File: src/design/can_buf_ctl_pkg.sv
// constants shared by the buffer status and transmit control block
package can_buf_ctl_pkg;

	// --------------------
	// sizes
	// --------------------
	localparam int NUM_RX_BUFS    = 32;
	localparam int NUM_TR_BUFS    = 8;
	localparam int NUM_MASKS      = 3;
	localparam int NUM_FILTERS    = 16;
	localparam int EID_W          = 16;
	localparam int ADDR_W         = 8;

	// --------------------
	// register byte offsets
	// --------------------
	localparam logic [ADDR_W-1:0] OFS_EXT_ID_MASK_0   = 8'h00;
	localparam logic [ADDR_W-1:0] OFS_EXT_ID_MASK_1   = 8'h04;
	localparam logic [ADDR_W-1:0] OFS_EXT_ID_MASK_2   = 8'h08;
	localparam logic [ADDR_W-1:0] OFS_RX_FULL_LOW     = 8'h0c;
	localparam logic [ADDR_W-1:0] OFS_RX_FULL_HIGH    = 8'h10;
	localparam logic [ADDR_W-1:0] OFS_RX_OVF_LOW      = 8'h14;
	localparam logic [ADDR_W-1:0] OFS_RX_OVF_HIGH     = 8'h18;
	localparam logic [ADDR_W-1:0] OFS_PAIR_CTL_0      = 8'h1c;
	localparam logic [ADDR_W-1:0] OFS_PAIR_CTL_3      = 8'h28;
	localparam logic [ADDR_W-1:0] OFS_MASK_SOURCE_SEL = 8'h2c;
	localparam logic [ADDR_W-1:0] OFS_IRQ_STATUS      = 8'h30;
	localparam logic [ADDR_W-1:0] OFS_IRQ_MASK        = 8'h34;

	// --------------------
	// buffer control byte field positions
	// --------------------
	localparam int CTL_DIR_BIT   = 7;
	localparam int CTL_ABT_BIT   = 6;
	localparam int CTL_LARB_BIT  = 5;
	localparam int CTL_ERR_BIT   = 4;
	localparam int CTL_REQ_BIT   = 3;
	localparam int CTL_RTR_BIT   = 2;
	localparam int CTL_PRI_LSB   = 0;

	// --------------------
	// interrupt status bit positions
	// --------------------
	localparam int IRQ_RX_STORED = 0;
	localparam int IRQ_RX_OVF    = 1;
	localparam int IRQ_TX_DONE   = 2;
	localparam int IRQ_TX_ABT    = 3;
	localparam int IRQ_TX_LARB   = 4;
	localparam int IRQ_TX_ERR    = 5;
	localparam int IRQ_W         = 6;

	// --------------------
	// reset values
	// --------------------
	localparam logic [15:0] RST_EXT_ID_MASK = 16'h0000;
	localparam logic [15:0] RST_FLAGS       = 16'h0000;
	localparam logic [15:0] RST_PAIR_CTL    = 16'h0000;
	localparam logic [31:0] RST_MASK_SEL    = 32'h0000_0000;

	// --------------------
	// encodings
	// --------------------
	typedef enum logic [1:0]
	{
		TX_EV_SUCCESS   = 2'b00,
		TX_EV_ABORTED   = 2'b01,
		TX_EV_LOST_ARB  = 2'b10,
		TX_EV_BUS_ERROR = 2'b11
	} tx_event_kind_t;

	localparam logic [1:0] MASK_SRC_NONE = 2'b11;

endpackage : can_buf_ctl_pkg

File: src/design/can_buffer_status_tx_control.sv
// buffer status flags, buffer pair control and extended identifier masks
//
// Functional notes
// RL1: a mask bit of one compares the identifier bit; zero makes it don't care
// RL2: three independent extended identifier mask registers, selectable per filter
// RL3: 32 full flags over two registers, set by hardware on each message store
// RL4: software clears full and overflow flags by writing zero; one leaves them
// RL5: storing into an already full buffer sets that buffer's overflow flag
// RL6: each pair control register: low byte even buffer, high byte odd buffer
// RL7: direction bit one makes a transmit buffer, zero a receive buffer; resets zero
// RL8: read-only aborted flag tells whether the last transmission was aborted
// RL9: read-only lost arbitration flag set when the message loses arbitration
// RL10: read-only send error flag set on a bus error while sending
// RL11: software sets send request; hardware clears it after successful transmission
// RL12: writing zero to a set send request asks to abort that transmission
// RL13: with auto remote reply enabled, a received remote request sets send request
// RL14: pending transmit buffers ordered by priority, 11 highest down to 00
// RL15: aborted, lost arbitration and error flags clear when send request sets
// RL16: message identifiers, length and data live in DMA memory, not here
// RL17: filter mask source codes 00, 01, 10 pick masks 0 to 2; 11 no mask
// RL18: included identifier bits must equal the filter bits for a match
// RL19: an overflowing store keeps the unread contents of the full buffer
`timescale 1ns/1ps

module can_buffer_status_tx_control
	import can_buf_ctl_pkg::*;
(
	// clock and reset
	input  wire logic                   sys_clk_i,
	input  wire logic                   rst_n_i,
	// apb slave
	input  wire logic                   psel_i,
	input  wire logic                   penable_i,
	input  wire logic                   pwrite_i,
	input  wire logic [ADDR_W-1:0]      paddr_i,
	input  wire logic [31:0]            pwdata_i,
	output logic      [31:0]            prdata_o,
	output logic                        pready_o,
	output logic                        pslverr_o,
	// receive store from the protocol engine
	input  wire logic                   rx_store_i,
	input  wire logic [4:0]             rx_store_buf_i,
	output logic                        rx_store_accept_o,
	// remote request received for a transmit buffer
	input  wire logic                   remote_rx_i,
	input  wire logic [2:0]             remote_buf_i,
	// transmit outcome from the protocol engine
	input  wire logic                   tx_event_i,
	input  wire logic [2:0]             tx_event_buf_i,
	input  wire logic [1:0]             tx_event_kind_i,
	// transmit selection towards the protocol engine
	output logic                        tx_sel_valid_o,
	output logic      [2:0]             tx_sel_buf_o,
	output logic      [NUM_TR_BUFS-1:0] buf_is_tx_o,
	output logic      [NUM_TR_BUFS-1:0] abort_req_o,
	// acceptance comparison
	input  wire logic                   acc_valid_i,
	input  wire logic [3:0]             acc_filter_idx_i,
	input  wire logic [EID_W-1:0]       acc_filter_eid_i,
	input  wire logic [EID_W-1:0]       acc_id_i,
	output logic                        acc_done_o,
	output logic                        acc_match_o,
	// interrupt
	output logic                        irq_o
);

	// --------------------
	// reset release
	// --------------------
	logic rst_sync1_q;
	logic rst_n;

	always_ff @(posedge sys_clk_i or negedge rst_n_i)
	begin
		if (!rst_n_i)
		begin
			rst_sync1_q <= 1'b0;
			rst_n       <= 1'b0;
		end
		else
		begin
			rst_sync1_q <= 1'b1;
			rst_n       <= rst_sync1_q;
		end
	end

	// --------------------
	// functions
	// --------------------
	// effective mask for a filter from its two bit source code
	function automatic logic [EID_W-1:0] pick_mask(input logic [1:0] src,
		input logic [NUM_MASKS*EID_W-1:0] masks);
		logic [EID_W-1:0] m;
		m = '0;
		unique case (src)
			2'b00:         m = masks[0*EID_W +: EID_W]; // RL17
			2'b01:         m = masks[1*EID_W +: EID_W]; // RL17
			2'b10:         m = masks[2*EID_W +: EID_W]; // RL17
			MASK_SRC_NONE: m = '0; // RL17
		endcase
		return m;
	endfunction : pick_mask

	// clear-only update: a written zero clears, a written one keeps
	function automatic logic [15:0] clear_by_zero(input logic [15:0] cur, input logic [15:0] wdat);
		return cur & wdat;
	endfunction : clear_by_zero

	// --------------------
	// apb decode
	// --------------------
	logic        setup;
	logic        wr_en;
	logic [1:0]  pair_idx;
	logic        pair_hit;

	assign setup    = psel_i && !penable_i;
	assign wr_en    = psel_i && penable_i && pwrite_i;
	assign pair_hit = (paddr_i >= OFS_PAIR_CTL_0) && (paddr_i <= OFS_PAIR_CTL_3) && (paddr_i[1:0] == 2'b00);
	assign pair_idx = 2'(ADDR_W'(paddr_i - OFS_PAIR_CTL_0) >> 2);

	// --------------------
	// mask registers and mask source selection
	// --------------------
	logic [NUM_MASKS*EID_W-1:0] ext_id_mask_q;
	logic [31:0]                mask_sel_q;

	always_ff @(posedge sys_clk_i or negedge rst_n)
	begin
		if (!rst_n)
		begin
			ext_id_mask_q <= {NUM_MASKS{RST_EXT_ID_MASK}};
			mask_sel_q    <= RST_MASK_SEL;
		end
		else if (wr_en)
		begin
			unique case (paddr_i)
				OFS_EXT_ID_MASK_0:   ext_id_mask_q[0*EID_W +: EID_W] <= pwdata_i[15:0]; // RL2
				OFS_EXT_ID_MASK_1:   ext_id_mask_q[1*EID_W +: EID_W] <= pwdata_i[15:0]; // RL2
				OFS_EXT_ID_MASK_2:   ext_id_mask_q[2*EID_W +: EID_W] <= pwdata_i[15:0]; // RL2
				OFS_MASK_SOURCE_SEL: mask_sel_q <= pwdata_i;
				default:             ;
			endcase
		end
	end

	// --------------------
	// acceptance comparison
	// --------------------
	logic [1:0]       acc_src;
	logic [EID_W-1:0] acc_mask;

	assign acc_src  = mask_sel_q[{acc_filter_idx_i, 1'b0} +: 2];
	assign acc_mask = pick_mask(acc_src, ext_id_mask_q);

	always_ff @(posedge sys_clk_i or negedge rst_n)
	begin
		if (!rst_n)
		begin
			acc_done_o  <= 1'b0;
			acc_match_o <= 1'b0;
		end
		else
		begin
			acc_done_o  <= acc_valid_i;
			// only included bits are compared
			acc_match_o <= acc_valid_i && (((acc_id_i ^ acc_filter_eid_i) & acc_mask) == '0); // RL1 RL18
		end
	end

	// --------------------
	// receive full and overflow flags
	// --------------------
	logic [NUM_RX_BUFS-1:0] full_q;
	logic [NUM_RX_BUFS-1:0] ovf_q;
	logic [NUM_RX_BUFS-1:0] full_d;
	logic [NUM_RX_BUFS-1:0] ovf_d;
	logic                   store_into_full;

	assign store_into_full   = rx_store_i && full_q[rx_store_buf_i];
	// the engine writes DMA memory only while accepted, so a full buffer keeps its data
	assign rx_store_accept_o = !full_q[rx_store_buf_i]; // RL16 RL19

	always_comb
	begin
		full_d = full_q;
		ovf_d  = ovf_q;
		if (wr_en)
		begin
			unique case (paddr_i)
				OFS_RX_FULL_LOW:  full_d[15:0]  = clear_by_zero(full_q[15:0], pwdata_i[15:0]); // RL4
				OFS_RX_FULL_HIGH: full_d[31:16] = clear_by_zero(full_q[31:16], pwdata_i[15:0]); // RL4
				OFS_RX_OVF_LOW:   ovf_d[15:0]   = clear_by_zero(ovf_q[15:0], pwdata_i[15:0]); // RL4
				OFS_RX_OVF_HIGH:  ovf_d[31:16]  = clear_by_zero(ovf_q[31:16], pwdata_i[15:0]); // RL4
				default:          ;
			endcase
		end
		// hardware set follows the software clear so it wins
		if (rx_store_i)
		begin
			full_d[rx_store_buf_i] = 1'b1; // RL3
		end
		if (store_into_full)
		begin
			ovf_d[rx_store_buf_i] = 1'b1; // RL5
		end
	end

	always_ff @(posedge sys_clk_i or negedge rst_n)
	begin
		if (!rst_n)
		begin
			full_q <= {RST_FLAGS, RST_FLAGS};
			ovf_q  <= {RST_FLAGS, RST_FLAGS};
		end
		else
		begin
			full_q <= full_d;
			ovf_q  <= ovf_d;
		end
	end

	// --------------------
	// buffer pair control
	// --------------------
	logic [NUM_TR_BUFS-1:0]   dir_q;
	logic [NUM_TR_BUFS-1:0]   req_q;
	logic [NUM_TR_BUFS-1:0]   rtr_en_q;
	logic [NUM_TR_BUFS*2-1:0] pri_q;
	logic [NUM_TR_BUFS-1:0]   abt_q;
	logic [NUM_TR_BUFS-1:0]   larb_q;
	logic [NUM_TR_BUFS-1:0]   err_q;
	logic [NUM_TR_BUFS-1:0]   abort_q;
	logic [NUM_TR_BUFS-1:0]   req_d;
	logic [NUM_TR_BUFS-1:0]   abort_d;
	logic [NUM_TR_BUFS-1:0]   ctl_wr;
	logic [NUM_TR_BUFS-1:0]   ctl_wr_req;
	logic [NUM_TR_BUFS-1:0]   req_rise;
	logic [NUM_TR_BUFS-1:0]   tx_ev_hit;

	always_comb
	begin
		for (int i = 0; i < NUM_TR_BUFS; i++)
		begin
			// even buffer in the low byte, odd buffer in the high byte
			ctl_wr[i]     = wr_en && pair_hit && (pair_idx == 2'(i / 2)); // RL6
			ctl_wr_req[i] = pwdata_i[(i % 2) * 8 + CTL_REQ_BIT];
			tx_ev_hit[i]  = tx_event_i && (tx_event_buf_i == 3'(i));
		end
	end

	always_ff @(posedge sys_clk_i or negedge rst_n)
	begin
		if (!rst_n)
		begin
			dir_q    <= RST_PAIR_CTL[NUM_TR_BUFS-1:0];
			rtr_en_q <= RST_PAIR_CTL[NUM_TR_BUFS-1:0];
			pri_q    <= RST_PAIR_CTL;
		end
		else
		begin
			for (int i = 0; i < NUM_TR_BUFS; i++)
			begin
				if (ctl_wr[i])
				begin
					dir_q[i]          <= pwdata_i[(i % 2) * 8 + CTL_DIR_BIT]; // RL7
					rtr_en_q[i]       <= pwdata_i[(i % 2) * 8 + CTL_RTR_BIT];
					pri_q[i*2 +: 2]   <= pwdata_i[(i % 2) * 8 + CTL_PRI_LSB +: 2];
				end
			end
		end
	end

	// send request and abort request
	always_comb
	begin
		req_d   = req_q;
		abort_d = abort_q;
		for (int i = 0; i < NUM_TR_BUFS; i++)
		begin
			if (ctl_wr[i])
			begin
				req_d[i] = ctl_wr_req[i];
				if (req_q[i] && !ctl_wr_req[i])
				begin
					abort_d[i] = 1'b1; // RL12
				end
			end
			// finished or aborted transmission ends the request
			if (tx_ev_hit[i] && (tx_event_kind_i == TX_EV_SUCCESS || tx_event_kind_i == TX_EV_ABORTED))
			begin
				req_d[i]   = 1'b0; // RL11
				abort_d[i] = 1'b0;
			end
			if (remote_rx_i && (remote_buf_i == 3'(i)) && rtr_en_q[i])
			begin
				req_d[i] = 1'b1; // RL13
			end
			req_rise[i] = req_d[i] && !req_q[i];
			if (req_rise[i])
			begin
				abort_d[i] = 1'b0;
			end
		end
	end

	always_ff @(posedge sys_clk_i or negedge rst_n)
	begin
		if (!rst_n)
		begin
			req_q   <= RST_PAIR_CTL[NUM_TR_BUFS-1:0];
			abort_q <= RST_PAIR_CTL[NUM_TR_BUFS-1:0];
		end
		else
		begin
			req_q   <= req_d;
			abort_q <= abort_d;
		end
	end

	// read-only outcome flags; an event in the same cycle wins over the clear
	always_ff @(posedge sys_clk_i or negedge rst_n)
	begin
		if (!rst_n)
		begin
			abt_q  <= RST_PAIR_CTL[NUM_TR_BUFS-1:0];
			larb_q <= RST_PAIR_CTL[NUM_TR_BUFS-1:0];
			err_q  <= RST_PAIR_CTL[NUM_TR_BUFS-1:0];
		end
		else
		begin
			for (int i = 0; i < NUM_TR_BUFS; i++)
			begin
				if (req_rise[i])
				begin
					abt_q[i]  <= 1'b0; // RL15
					larb_q[i] <= 1'b0; // RL15
					err_q[i]  <= 1'b0; // RL15
				end
				if (tx_ev_hit[i])
				begin
					unique case (tx_event_kind_i)
						TX_EV_SUCCESS:   abt_q[i]  <= 1'b0; // RL8
						TX_EV_ABORTED:   abt_q[i]  <= 1'b1; // RL8
						TX_EV_LOST_ARB:  larb_q[i] <= 1'b1; // RL9
						TX_EV_BUS_ERROR: err_q[i]  <= 1'b1; // RL10
					endcase
				end
			end
		end
	end

	assign buf_is_tx_o = dir_q; // RL7
	assign abort_req_o = abort_q;

	// --------------------
	// transmit selection
	// --------------------
	logic       best_valid;
	logic [2:0] best_buf;
	logic [1:0] best_pri;

	// on equal priority the higher buffer number goes first
	always_comb
	begin
		best_valid = 1'b0;
		best_buf   = '0;
		best_pri   = '0;
		for (int i = 0; i < NUM_TR_BUFS; i++)
		begin
			if (req_q[i] && dir_q[i] && !abort_q[i] && (!best_valid || pri_q[i*2 +: 2] >= best_pri)) // RL14
			begin
				best_valid = 1'b1;
				best_buf   = 3'(i);
				best_pri   = pri_q[i*2 +: 2];
			end
		end
	end

	always_ff @(posedge sys_clk_i or negedge rst_n)
	begin
		if (!rst_n)
		begin
			tx_sel_valid_o <= 1'b0;
			tx_sel_buf_o   <= '0;
		end
		else
		begin
			tx_sel_valid_o <= best_valid;
			tx_sel_buf_o   <= best_buf;
		end
	end

	// --------------------
	// interrupt status and mask
	// --------------------
	logic [IRQ_W-1:0] irq_stat_q;
	logic [IRQ_W-1:0] irq_mask_q;
	logic [IRQ_W-1:0] irq_set;

	always_comb
	begin
		irq_set                = '0;
		irq_set[IRQ_RX_STORED] = rx_store_i && !full_q[rx_store_buf_i];
		irq_set[IRQ_RX_OVF]    = store_into_full;
		irq_set[IRQ_TX_DONE]   = tx_event_i && (tx_event_kind_i == TX_EV_SUCCESS);
		irq_set[IRQ_TX_ABT]    = tx_event_i && (tx_event_kind_i == TX_EV_ABORTED);
		irq_set[IRQ_TX_LARB]   = tx_event_i && (tx_event_kind_i == TX_EV_LOST_ARB);
		irq_set[IRQ_TX_ERR]    = tx_event_i && (tx_event_kind_i == TX_EV_BUS_ERROR);
	end

	always_ff @(posedge sys_clk_i or negedge rst_n)
	begin
		if (!rst_n)
		begin
			irq_stat_q <= '0;
			irq_mask_q <= '0;
		end
		else
		begin
			if (wr_en && paddr_i == OFS_IRQ_MASK)
			begin
				irq_mask_q <= pwdata_i[IRQ_W-1:0];
			end
			if (wr_en && paddr_i == OFS_IRQ_STATUS)
			begin
				irq_stat_q <= (irq_stat_q & ~pwdata_i[IRQ_W-1:0]) | irq_set;
			end
			else
			begin
				irq_stat_q <= irq_stat_q | irq_set;
			end
		end
	end

	assign irq_o = |(irq_stat_q & irq_mask_q);

	// --------------------
	// read data
	// --------------------
	logic [31:0] rd_mux;
	logic        rd_err;
	logic [15:0] pair_word;

	always_comb
	begin
		for (int b = 0; b < 2; b++)
		begin
			pair_word[b*8 + CTL_DIR_BIT]      = dir_q[pair_idx*2 + b];
			pair_word[b*8 + CTL_ABT_BIT]      = abt_q[pair_idx*2 + b];
			pair_word[b*8 + CTL_LARB_BIT]     = larb_q[pair_idx*2 + b];
			pair_word[b*8 + CTL_ERR_BIT]      = err_q[pair_idx*2 + b];
			pair_word[b*8 + CTL_REQ_BIT]      = req_q[pair_idx*2 + b];
			pair_word[b*8 + CTL_RTR_BIT]      = rtr_en_q[pair_idx*2 + b];
			pair_word[b*8 + CTL_PRI_LSB +: 2] = pri_q[(pair_idx*2 + b)*2 +: 2];
		end
	end

	always_comb
	begin
		rd_mux = '0;
		rd_err = 1'b0;
		if (pair_hit)
		begin
			rd_mux = {16'h0000, pair_word}; // RL6
		end
		else
		begin
			unique case (paddr_i)
				OFS_EXT_ID_MASK_0:   rd_mux = {16'h0000, ext_id_mask_q[0*EID_W +: EID_W]};
				OFS_EXT_ID_MASK_1:   rd_mux = {16'h0000, ext_id_mask_q[1*EID_W +: EID_W]};
				OFS_EXT_ID_MASK_2:   rd_mux = {16'h0000, ext_id_mask_q[2*EID_W +: EID_W]};
				OFS_RX_FULL_LOW:     rd_mux = {16'h0000, full_q[15:0]};
				OFS_RX_FULL_HIGH:    rd_mux = {16'h0000, full_q[31:16]};
				OFS_RX_OVF_LOW:      rd_mux = {16'h0000, ovf_q[15:0]};
				OFS_RX_OVF_HIGH:     rd_mux = {16'h0000, ovf_q[31:16]};
				OFS_MASK_SOURCE_SEL: rd_mux = mask_sel_q;
				OFS_IRQ_STATUS:      rd_mux = {{(32-IRQ_W){1'b0}}, irq_stat_q};
				OFS_IRQ_MASK:        rd_mux = {{(32-IRQ_W){1'b0}}, irq_mask_q};
				default:             rd_err = 1'b1;
			endcase
		end
	end

	// captured in setup so the access phase answers from flip-flops
	always_ff @(posedge sys_clk_i or negedge rst_n)
	begin
		if (!rst_n)
		begin
			prdata_o  <= '0;
			pslverr_o <= 1'b0;
		end
		else if (setup)
		begin
			prdata_o  <= pwrite_i ? 32'h0000_0000 : rd_mux;
			pslverr_o <= rd_err;
		end
	end

	assign pready_o = psel_i && penable_i;

endmodule : can_buffer_status_tx_control

File: config.mk
export PLATFORM = sky130hd
export DESIGN_NAME = can_buffer_status_tx_control
export DESIGN_NICKNAME = d
export VERILOG_FILES = /design/src/design/can_buf_ctl_pkg.sv /design/src/design/can_buffer_status_tx_control.sv
export SDC_FILE = /design/constraint.sdc
export NUM_CORES = 1
export LEC_CHECK = 0
export ABC_AREA = 1
export ABC_CLOCK_PERIOD_IN_PS = 9900
export BUFFER_PORTS_ARGS = -buffer_cell sky130_fd_sc_hd__buf_2
export CORE_AREA = 2 2 134 201
export CTS_BUF_LIST = sky130_fd_sc_hd__clkbuf_8
export DETAILED_ROUTE_END_ITERATION = 10
export DIE_AREA = 0 0 136 203
export PLACE_DENSITY_LB_ADDON = 0.25
export RECOVER_POWER = 50
export SLEW_MARGIN = 20
export SYNTH_ARGS = -nofsm -noshare
export SYNTH_HDL_FRONTEND = slang
export SYNTH_SLANG_ARGS = --single-unit
File: constraint.sdc
create_clock -name sys_clk_i -period 9.9 [get_ports sys_clk_i]
set_clock_uncertainty 0.1 [all_clocks]
set_input_delay 1.485 -clock sys_clk_i [delete_from_list [all_inputs] [get_ports sys_clk_i]]
set_output_delay 1.485 -clock sys_clk_i [all_outputs]
set_load 0.02 [all_outputs]
==> flow_summary.yaml, run 1 <==
worst_setup_path:
  r2r_cells: 47
  start_kind: "flop"
  worstPathArrival_ns: 7.43
  critPathMaxFanout: 6
  path_class: "reg2reg"
  reg2reg_to: "tx_sel_buf_o[2]$_DFF_PN0_"
  required_ns: 10.26
  crit_path_top_delay_cell: "dfrtp_1"
  reg2reg_from: "buf_is_tx_o[0]$_DFFE_PN0P_"
  r2r_slack_ns: 2.82
  crit_end: "tx_sel_buf_o[2]$_DFF_PN0_"
  critical_path.max_stage_delay_ns: 0.37
  crit_start: "buf_is_tx_o[0]$_DFFE_PN0P_"
  endpoint_kind: "flop"
  cpMostUsedCell: "nand2_1"
floorplan:
  die_h_um: 203
  die_w_um: 136
  pin_count: 156
  start_util_pct: 54.6
  coreArea_mm2: 0.0258
  rows: 72
  die-area_mm2: 0.0276
sta:
  rsz0062_at_grt: "false"
  maxSlewViolCount: 211
  min_period_ns: 7.08
  setup_viol: 0
  relSlewSlack_pct: -185
  fin_tns_setup_ns: 0
  fmax_mhz: 141
  period_share_pct: 71.5
  whs_ns: 0.253
  hold_violations: 0
  tightest_slew_ns: 4.27
detailed_routing:
  drtAntennaViolNets: 0
  dr_total_vias: 13600
  wl_per_cell_um: 21.2
  drt_iter0_drc: 1353
  via_per_inst: 5.98
  firstDrtPassIters: 7
  routed_wl_um: 48100
  remaining_drc_errors: 0
placement:
  gp_congestion: 0.980
  portBuffers: 155
  dp.cells: 2196
  hpwl_um: 34600
global_routing:
  track_usage_pct: 35.3
  first_global_vias: 13300
  grt_most_used_layer: "met2"
  overflow: 0
  met2_usage_pct: 58.2
  met1_usage_pct: 40.0
  antenna_found_initial: 0
  grt_pass1_wl_um: 73800
  grt_max_degree: 170
  globalRouteMet3Util_pct: 5.57
logic_synthesis:
  synthCells: 1774
  netlist.area_leader.share_pct: 47.9
  yosysWarnings: 0
  synth_fp_nets: 1890
  yosys.area.top_type: "dfrtp_1"
  syn_area_per_cell_um2: 7.93
  synth_ff_type: "dfrtp_1"
  synth-async-reset-ratio_pct: 100
  synth-seq-area-share_pct: 47.9
  synth.distinct_cells: 50
  ys_ff_latch: 269
  synth_edf_count: 0
  syn_area_mm2: 0.0141
  synth.area.top_cells: "dfrtp_1 48%, o21ai_0 12%, nand2_1 9.9%, inv_1 4.9%, nand3_1 4.1%"
clock_network:
  cts.repair.resized: 0
  clk_pin_slew_ns: 0.07
  post-cts-setup-buffers: 0
  clkSinkCount: 269
  clock_latency_ns: 0.56
  clock_tree.buffer_depth: 3
  cts_root_buf: "clkbuf_8"
  holdBufCountCts: 0
  htreeDepth: 2
  cts_tree: "built"
  cts_inserted_buffers: 42
power:
  intPower_mw: 1.87
  power_frac_clock_pct: 37.6
  power_frac_seq_pct: 47.7
  p_total_mw: 2.68
  switching_share_pct: 30.3
  irDropWorstVdd_uv: 103
  power_density_mw_per_mm2: 170
  p_leak_nw: 7.61
  p_switching_mw: 0.813
  p_comb_share_pct: 14.7
min_path:
  worstHoldStart: "rst_sync1_q$_DFF_PN0_"
  min_path_type: "reg2reg"
cells_and_area:
  final_cell_mix: "370 x nand2_1, 341 x o21ai_0, 269 x dfrtp_1"
  drive_gt1_share_pct: 11.6
  area_growth_pct: 12.3
  antenna_cells: 0
  fin_nets: 2023
  final_common_cell: "nand2_1"
  instances_no_fill: 2272
run_status:
  violations: "capacitance limit, slew limit"
  status: "finished with violations"
run:
  cap_violations: 2
-- worst min-delay path by stage --
stage	end	slack (ns)	depth (start not counted)
global placement	err_q[5]$_DFF_PN0_	0.23	0
finish	rst_n$_DFF_PN0_	0.25	0
detailed placement	err_q[5]$_DFF_PN0_	0.24	0
CTS	err_q[1]$_DFF_PN0_	0.24	0
floorplan	rst_n$_DFF_PN0_	0.23	0
global route	rst_n$_DFF_PN0_	0.26	0
-- cell type report --
class	count	area (µm²)
clock inverters	25	188
repair buffers	161	749
fillers	2411	9970
well taps	333	417
flip-flops and latches	269	6730
inverters	200	753
multi-input cells	1233	6250
clock buffers	51	702
-- state kept, by name, summed over array words and instances, names as in the netlist, 16 cells and up --
| signal | count |
|---|---|
| ext_id_mask_q | 48 |
| full_q | 32 |
| mask_sel_q | 32 |
| ovf_q | 32 |
| prdata_o | 32 |
| pri_q | 16 |
-- power by group through the flow --
stage,combinational (mW),sequential (mW),clock (mW)
CTS,0.392,1.28,1.01
detailed placement,0.391,1.30,0
finish,0.394,1.28,1.01
floorplan,0.240,1.29,0
global route,0.442,1.29,1.06
global placement,0.380,1.29,0
-- Yosys cell counts, drive strengths merged (8+ instances only) --
master	number
a211oi	8
a21oi	38
a221oi	14
a22o	8
buf	20
clkbuf	52
dfrtp	269
ha	18
inv	196
nand2	384
nand3	115
nand4	13
nor2	141
nor3	22
o211ai	11
o21ai	374
o22ai	12
o31ai	28
xor2	16
-- cell families (layout without fill, tap and decap cells) --
logic type / count (synthesis) / in the layout / synth area share [%]
AO/OA/AOI/OAI: 510 / 510 / 20.4
buffers and inverters: 272 / 437 / 7.71
other: 1 / 1 / 0.0267
AND/OR/NAND/NOR: 688 / 688 / 21.4
adder cells (fa/ha/maj): 18 / 18 / 1.60
XOR/XNOR: 16 / 16 / 0.997
flip-flops: 269 / 269 / 47.9
-- worst max-delay path: cells and delay by family (launching register included) --
kind                       cells  cell delay, ns
AOI/OAI and AO/OA             11            1.78
adders and majority gates      7            1.83
buffers and inverters          3            0.22
DFF                            1            0.37
and+or+nand+nor               26            2.68
-- through the flow --
stage          worst slack, ns  cell area, µm²  utilization (%)
3_5_place_dp              2.86           15000             58.2
6_report                  2.82           15800             61.3
4_1_cts                   2.80           15900             61.6
2_1_floorplan             1.75           14100                -
3_3_place_gp              3.14           15000             58.2
5_1_grt                   1.77           15800             61.3
-- metal layers --
metal	vias up	share of wire, %
met5	-	0
met3	226	7.9
met4	0	9.8
met2	774	48
li1	6212	-
met1	6385	35
Note: power is estimated with default switching activity, not from simulation.
==> run 2, diff against run 1 <==
Settings changed: ABC_AREA 1 to 0, ABC_CLOCK_PERIOD_IN_PS 9900 to 7200, CORE_AREA 2 2 134 201 to 2 2 133 200, DIE_AREA 0 0 136 203 to 0 0 135 202.
Clock period 9.9 ns to 7.2 ns, I/O delays scaled along.
==> flow_summary.yaml, run 2 <==
floorplan:
  rows: 72
  die_w_um: 135
  die_h_um: 202
  coreArea_mm2: 0.0256
  die-area_mm2: 0.0273
  start_util_pct: 54.5
  pin_count: 156
logic_synthesis:
  ys_top_cells_by_count: "269 x dfrtp_1, 141 x nand2_1, 133 x o21ai_0"
  yosysWarnings: 0
  ys_ff_latch: 269
  synth_edf_count: 0
  netlist.area_leader.share_pct: 48.3
  synthCells: 1295
  synth-async-reset-ratio_pct: 100
  synth_ff_type: "dfrtp_1"
  yosys.area.top_type: "dfrtp_1"
  syn_area_mm2: 0.0139
  syn_area_per_cell_um2: 10.8
  synth.distinct_cells: 61
  synth-seq-area-share_pct: 48.3
  yosysMostFrequentCell: "dfrtp_1"
  synth_fp_nets: 1411
  synth.area.top_cells: "dfrtp_1 48%, mux2_2 6.9%, mux4_2 5.3%, o21ai_0 4.8%, nand2_1 3.8%"
detailed_routing:
  wl_per_cell_um: 26.1
  dr_total_vias: 12000
  routed_wl_um: 47000
  via_per_inst: 6.67
  drtAntennaViolNets: 0
  remaining_drc_errors: 0
  drt_iter0_drc: 1275
  firstDrtPassIters: 7
run:
  cap_violations: 3
worst_setup_path:
  start_kind: "flop"
  r2r_cells: 42
  r2r_slack_ns: -0.22
  crit_start: "req_q[0]$_DFF_PN0_"
  required_ns: 7.55
  worstPathArrival_ns: 7.77
  critical_path.max_stage_delay_ns: 0.37
  critPathMaxFanout: 6
  reg2reg_to: "tx_sel_buf_o[2]$_DFF_PN0_"
  cpMostUsedCell: "nand2b_4"
  path_class: "reg2reg"
  reg2reg_from: "req_q[0]$_DFF_PN0_"
  crit_path_top_delay_cell: "dfrtp_1"
  endpoint_kind: "flop"
power:
  p_switching_mw: 0.974
  irDropWorstVdd_uv: 205
  switching_share_pct: 28.0
  p_leak_nw: 7.27
  intPower_mw: 2.51
  power_density_mw_per_mm2: 216
  power_frac_clock_pct: 37.3
  power_frac_seq_pct: 50.9
  p_comb_share_pct: 11.8
cells_and_area:
  fill_cells: 2136
  multi_input_area_mm2: 0.00702
  largest-register: "ext_id_mask_q"
  drive_gt1_share_pct: 26.4
  final_common_cell: "dfrtp_1"
  regArea_mm2: 0.00673
  fin_nets: 1553
  largest_register_ffs: 48
  instances_no_fill: 1799
  area_growth_pct: 15.6
  final_cell_mix: "268 x dfrtp_1, 138 x nand2_1, 132 x o21ai_0"
clock_network:
  cts_tree: "built"
  holdBufCountCts: 0
  cts_root_buf: "clkbuf_8"
  clock_tree.buffer_depth: 3
  htreeDepth: 2
  clock_latency_ns: 0.59
  clk_pin_slew_ns: 0.06
  cts_inserted_buffers: 42
  clkSinkCount: 269
sta:
  min_period_ns: 7.42
  relSlewSlack_pct: -136
  setup_ws_ns: -0.220
  fmax_mhz: 135
  setup_viol: 3
  period_share_pct: 103
  maxSlewViolCount: 272
  rsz0062_at_grt: "true"
  hold_violations: 0
  tightest_slew_ns: 3.55
  fin_tns_setup_ns: -0.628
placement:
  dp.cells: 1719
  place_ws_ns: -0.348
  gp_congestion: 0.925
  hpwl_um: 33000
  portBuffers: 155
min_path:
  min_path_type: "in2async"
global_routing:
  met2_usage_pct: 57.8
  antenna_found_initial: 4
  first_global_vias: 12100
  overflow: 0
  met1_usage_pct: 42.5
  grt_max_degree: 143
  track_usage_pct: 35.1
  globalRouteMet3Util_pct: 6.75
  grt_most_used_layer: "met2"
  grt_pass1_wl_um: 71800
run_status:
  violations: "capacitance limit, slew limit, setup timing"
  status: "finished with violations"
run 2: what timing repair did:
action | CTS | global route
resized for setup | 17 | 5
setup endpoints to repair | 3 | 3
pin swaps | 3 | 5
setup buffers | 5 | 2
run 2: power by group through the flow:
stage / logic [mW] / clock network [mW] / registers [mW]
floorplan: 0.260 / 0 / 1.76
global placement: 0.392 / 0 / 1.78
detailed placement: 0.405 / 0 / 1.79
CTS: 0.408 / 1.31 / 1.76
global route: 0.450 / 1.38 / 1.78
finish: 0.411 / 1.30 / 1.77
run 2: area by class of cell:
type,count,share of cell area (%)
well taps,333,2.59
flip-flops and latches,269,41.8
inverters,24,0.559
diodes,3,0.0466
repair buffers,192,6.30
clock inverters,19,0.769
clock buffers,51,4.36
multi-input cells,908,43.6
run 2: routing by layer:
layer / vias up / wire length (µm)
met2: 687 / 23300
met1: 5973 / 16600
met5: - / 0
li1: 5149 / -
met3: 194 / 3820
met4: 0 / 3330
run 2: critical path, delay by kind of cell, from the launching register on:
family	cells	cell delay (ns)
adders and majority gates	7	1.79
AOI/OAI and AO/OA	19	2.71
buffers and inverters	1	0.13
and+or+nand+nor	13	1.57
DFF	1	0.37
muxes	2	0.66
run 2: logic make-up (layout without fill, tap and decap cells):
group | count (synthesis) | after routing | share of synthesized area (%)
buf+inv | 118 | 286 | 3.25
mux | 158 | 158 | 15.3
compound gates | 385 | 385 | 18.8
fa+ha+maj | 18 | 18 | 1.62
flops | 269 | 269 | 48.3
simple gates | 330 | 330 | 11.7
xor+xnor | 16 | 16 | 1.01
other cells | 1 | 4 | 0.0269
run 2: worst max-delay path by stage:
stage | to | cells after the start | slack [ns]
detailed placement | tx_sel_buf_o[2]$_DFF_PN0_ | 40 | -0.35
global route | tx_sel_buf_o[2]$_DFF_PN0_ | 42 | -0.47
floorplan | tx_sel_buf_o[1]$_DFF_PN0_ | 40 | -0.11
global placement | tx_sel_buf_o[1]$_DFF_PN0_ | 40 | -0.25
CTS | tx_sel_buf_o[2]$_DFF_PN0_ | 42 | -0.14
finish | tx_sel_buf_o[2]$_DFF_PN0_ | 42 | -0.22
run 2: metrics by stage:
| stage | cell area [µm²] | hold slack, ns | power (mW) | utilization [%] |
|---|---|---|---|---|
| detailed placement | 15200 | 0.237 | 2.20 | 59.3 |
| CTS | 16100 | 0.140 | 3.48 | 63.0 |
| finish | 16100 | 0.173 | 3.48 | 63.0 |
| global placement | 15200 | 0.234 | 2.18 | 59.3 |
| global route | 16100 | 0.151 | 3.61 | 63.0 |
| floorplan | 14100 | 0.231 | 2.02 | - |
==> run 3, diff against run 2 <==
Settings changed: ABC_CLOCK_PERIOD_IN_PS 7200 to 5960, CAP_MARGIN set to 20.
Clock period 7.2 ns to 5.96 ns, I/O delays scaled along.
==> flow_summary.yaml, run 3 (synthesized netlist as in run 2, its figures left out) <==
worst_setup_path:
  crit_end: "tx_sel_buf_o[1]$_DFF_PN0_"
  critPathMaxFanout: 7
  start_kind: "flop"
  path_class: "reg2reg"
  r2r_cells: 41
  reg2reg_to: "tx_sel_buf_o[1]$_DFF_PN0_"
  cpMostUsedCell: "nand2b_4"
  critical_path.max_stage_delay_ns: 0.41
  reg2reg_from: "abort_req_o[0]$_DFFE_PN0P_"
  worstPathArrival_ns: 7.77
  required_ns: 6.31
  crit_start: "abort_req_o[0]$_DFFE_PN0P_"
  endpoint_kind: "flop"
  crit_path_top_delay_cell: "dfrtp_1"
  r2r_slack_ns: -1.45
detailed_routing:
  drt_iter0_drc: 1122
  routed_wl_um: 47400
  dr_total_vias: 12100
  firstDrtPassIters: 8
  via_per_inst: 6.69
  drtAntennaViolNets: 0
  wl_per_cell_um: 26.1
  remaining_drc_errors: 0
floorplan:
  rows: 72
  die-area_mm2: 0.0273
  die_w_um: 135
  start_util_pct: 54.5
  pin_count: 156
  die_h_um: 202
  coreArea_mm2: 0.0256
cells_and_area:
  fin_nets: 1562
  multi_input_area_mm2: 0.00705
  final_common_cell: "dfrtp_1"
  final_cell_mix: "268 x dfrtp_1, 138 x nand2_1, 132 x o21ai_0"
  fill_cells: 2066
  drive_gt1_share_pct: 26.0
  largest-register: "ext_id_mask_q"
  regArea_mm2: 0.00673
  area_growth_pct: 17.1
  largest_register_ffs: 48
clock_network:
  clkSinkCount: 269
  clk_pin_slew_ns: 0.06
  htreeDepth: 2
  clock_tree.buffer_depth: 3
  cts_root_buf: "clkbuf_8"
  cts_tree: "built"
  clock_latency_ns: 0.59
  cts_inserted_buffers: 41
global_routing:
  globalRouteMet3Util_pct: 5.94
  grt_pass1_wl_um: 71500
  grt_most_used_layer: "met2"
  overflow: 0
  met2_usage_pct: 57.4
  met1_usage_pct: 42.5
  antenna_found_initial: 3
  track_usage_pct: 34.9
  grt_max_degree: 143
  first_global_vias: 12000
placement:
  portBuffers: 155
  hpwl_um: 33500
  place_ws_ns: -1.76
  gp_congestion: 0.950
sta:
  setup_viol: 3
  period_share_pct: 124
  rsz0062_at_grt: "true"
  tightest_slew_ns: 2.62
  setup_ws_ns: -1.45
  relSlewSlack_pct: -74.8
  hold_violations: 0
  min_period_ns: 7.41
  maxSlewViolCount: 272
  fmax_mhz: 135
power:
  irDropWorstVdd_uv: 277
  p_total_mw: 4.44
  p_leak_nw: 7.30
  power_density_mw_per_mm2: 272
run:
  cap_violations: 3
run_status:
  status: "finished with violations"
  violations: "capacitance limit, slew limit, setup timing"
min_path:
  min_path_type: "reg2reg"
## run 3: cell types whose count changed in the layout (fill, tap and decap cells not counted), moves of 4 or more
cell	before	now
clkinv_2	4	9
buf_2	129	105
bufinv_16	1	5
buf_4	33	42
clkbuf_1	28	51
inv_1	34	30
## run 3: what timing repair did
| item | in CTS | in global routing |
|---|---|---|
| hold buffers | 1 | 0 |
| buffers inserted | 6 | 2 |
| gates cloned | 0 | 0 |
| pin swaps | 6 | 2 |
| endpoints found under the setup margin | 3 | 3 |
| endpoints found under the hold margin | 2 | 0 |
| resized for setup | 17 | 10 |
## run 3: final cells by class
class | instances | share of cell area (%)
clock buffer | 52 | 4.38
sequential | 269 | 41.2
multi-input combinational | 908 | 43.2
inverter | 24 | 0.552
antenna | 1 | 0.0153
clock inverter | 24 | 1.56
timing repair buffer | 202 | 6.53
tap | 333 | 2.55
## run 3: worst min-delay path by stage
stage | from | to | slack, ns | cells past startpoint
2_1_floorplan | rst_sync1_q$_DFF_PN0_ | rst_n$_DFF_PN0_ | 0.23 | 0
3_5_place_dp | rst_sync1_q$_DFF_PN0_ | rst_n$_DFF_PN0_ | 0.24 | 0
6_report | rst_sync1_q$_DFF_PN0_ | rst_n$_DFF_PN0_ | 0.26 | 0
3_3_place_gp | rst_sync1_q$_DFF_PN0_ | rst_n$_DFF_PN0_ | 0.24 | 0
5_1_grt | rst_sync1_q$_DFF_PN0_ | rst_n$_DFF_PN0_ | 0.27 | 0
4_1_cts | rst_sync1_q$_DFF_PN0_ | rst_n$_DFF_PN0_ | 0.26 | 0
## run 3: report_power, final
| group | internal [mW] | switching (mW) |
|---|---|---|
| combinational | 0.217 | 0.282 |
| clock | 1.02 | 0.782 |
| sequential | 1.99 | 0.147 |
## run 3: through the flow
stage | cell area (µm²) | util [%] | hold slack (ns) | TNS, ns | cells
after floorplan | 14100 | - | 0.231 | -4.03 | 1295
after global placement | 15200 | 59.5 | 0.242 | -4.73 | 1727
after detailed placement | 15200 | 59.5 | 0.244 | -5.19 | 1727
after CTS | 16300 | 63.9 | 0.259 | -4.40 | 1810
after global routing | 16300 | 63.8 | 0.273 | -5.43 | 1813
final | 16300 | 63.8 | 0.260 | -4.28 | 1813
## run 3: worst max-delay path, delay by kind of cell (launching register included)
family	cells	cell delay [ns]
compound gates	19	2.66
fa+ha+maj	7	1.70
buf+inv	2	0.28
flops	1	0.41
mux	2	0.66
simple gates	11	1.47
## run 3: layer usage
| layer | up-vias | wire [µm] |
|---|---|---|
| met1 | 6058 | 17000 |
| met4 | 0 | 3550 |
| met3 | 201 | 3530 |
| li1 | 5161 | - |
| met5 | - | 0 |
| met2 | 704 | 23300 |
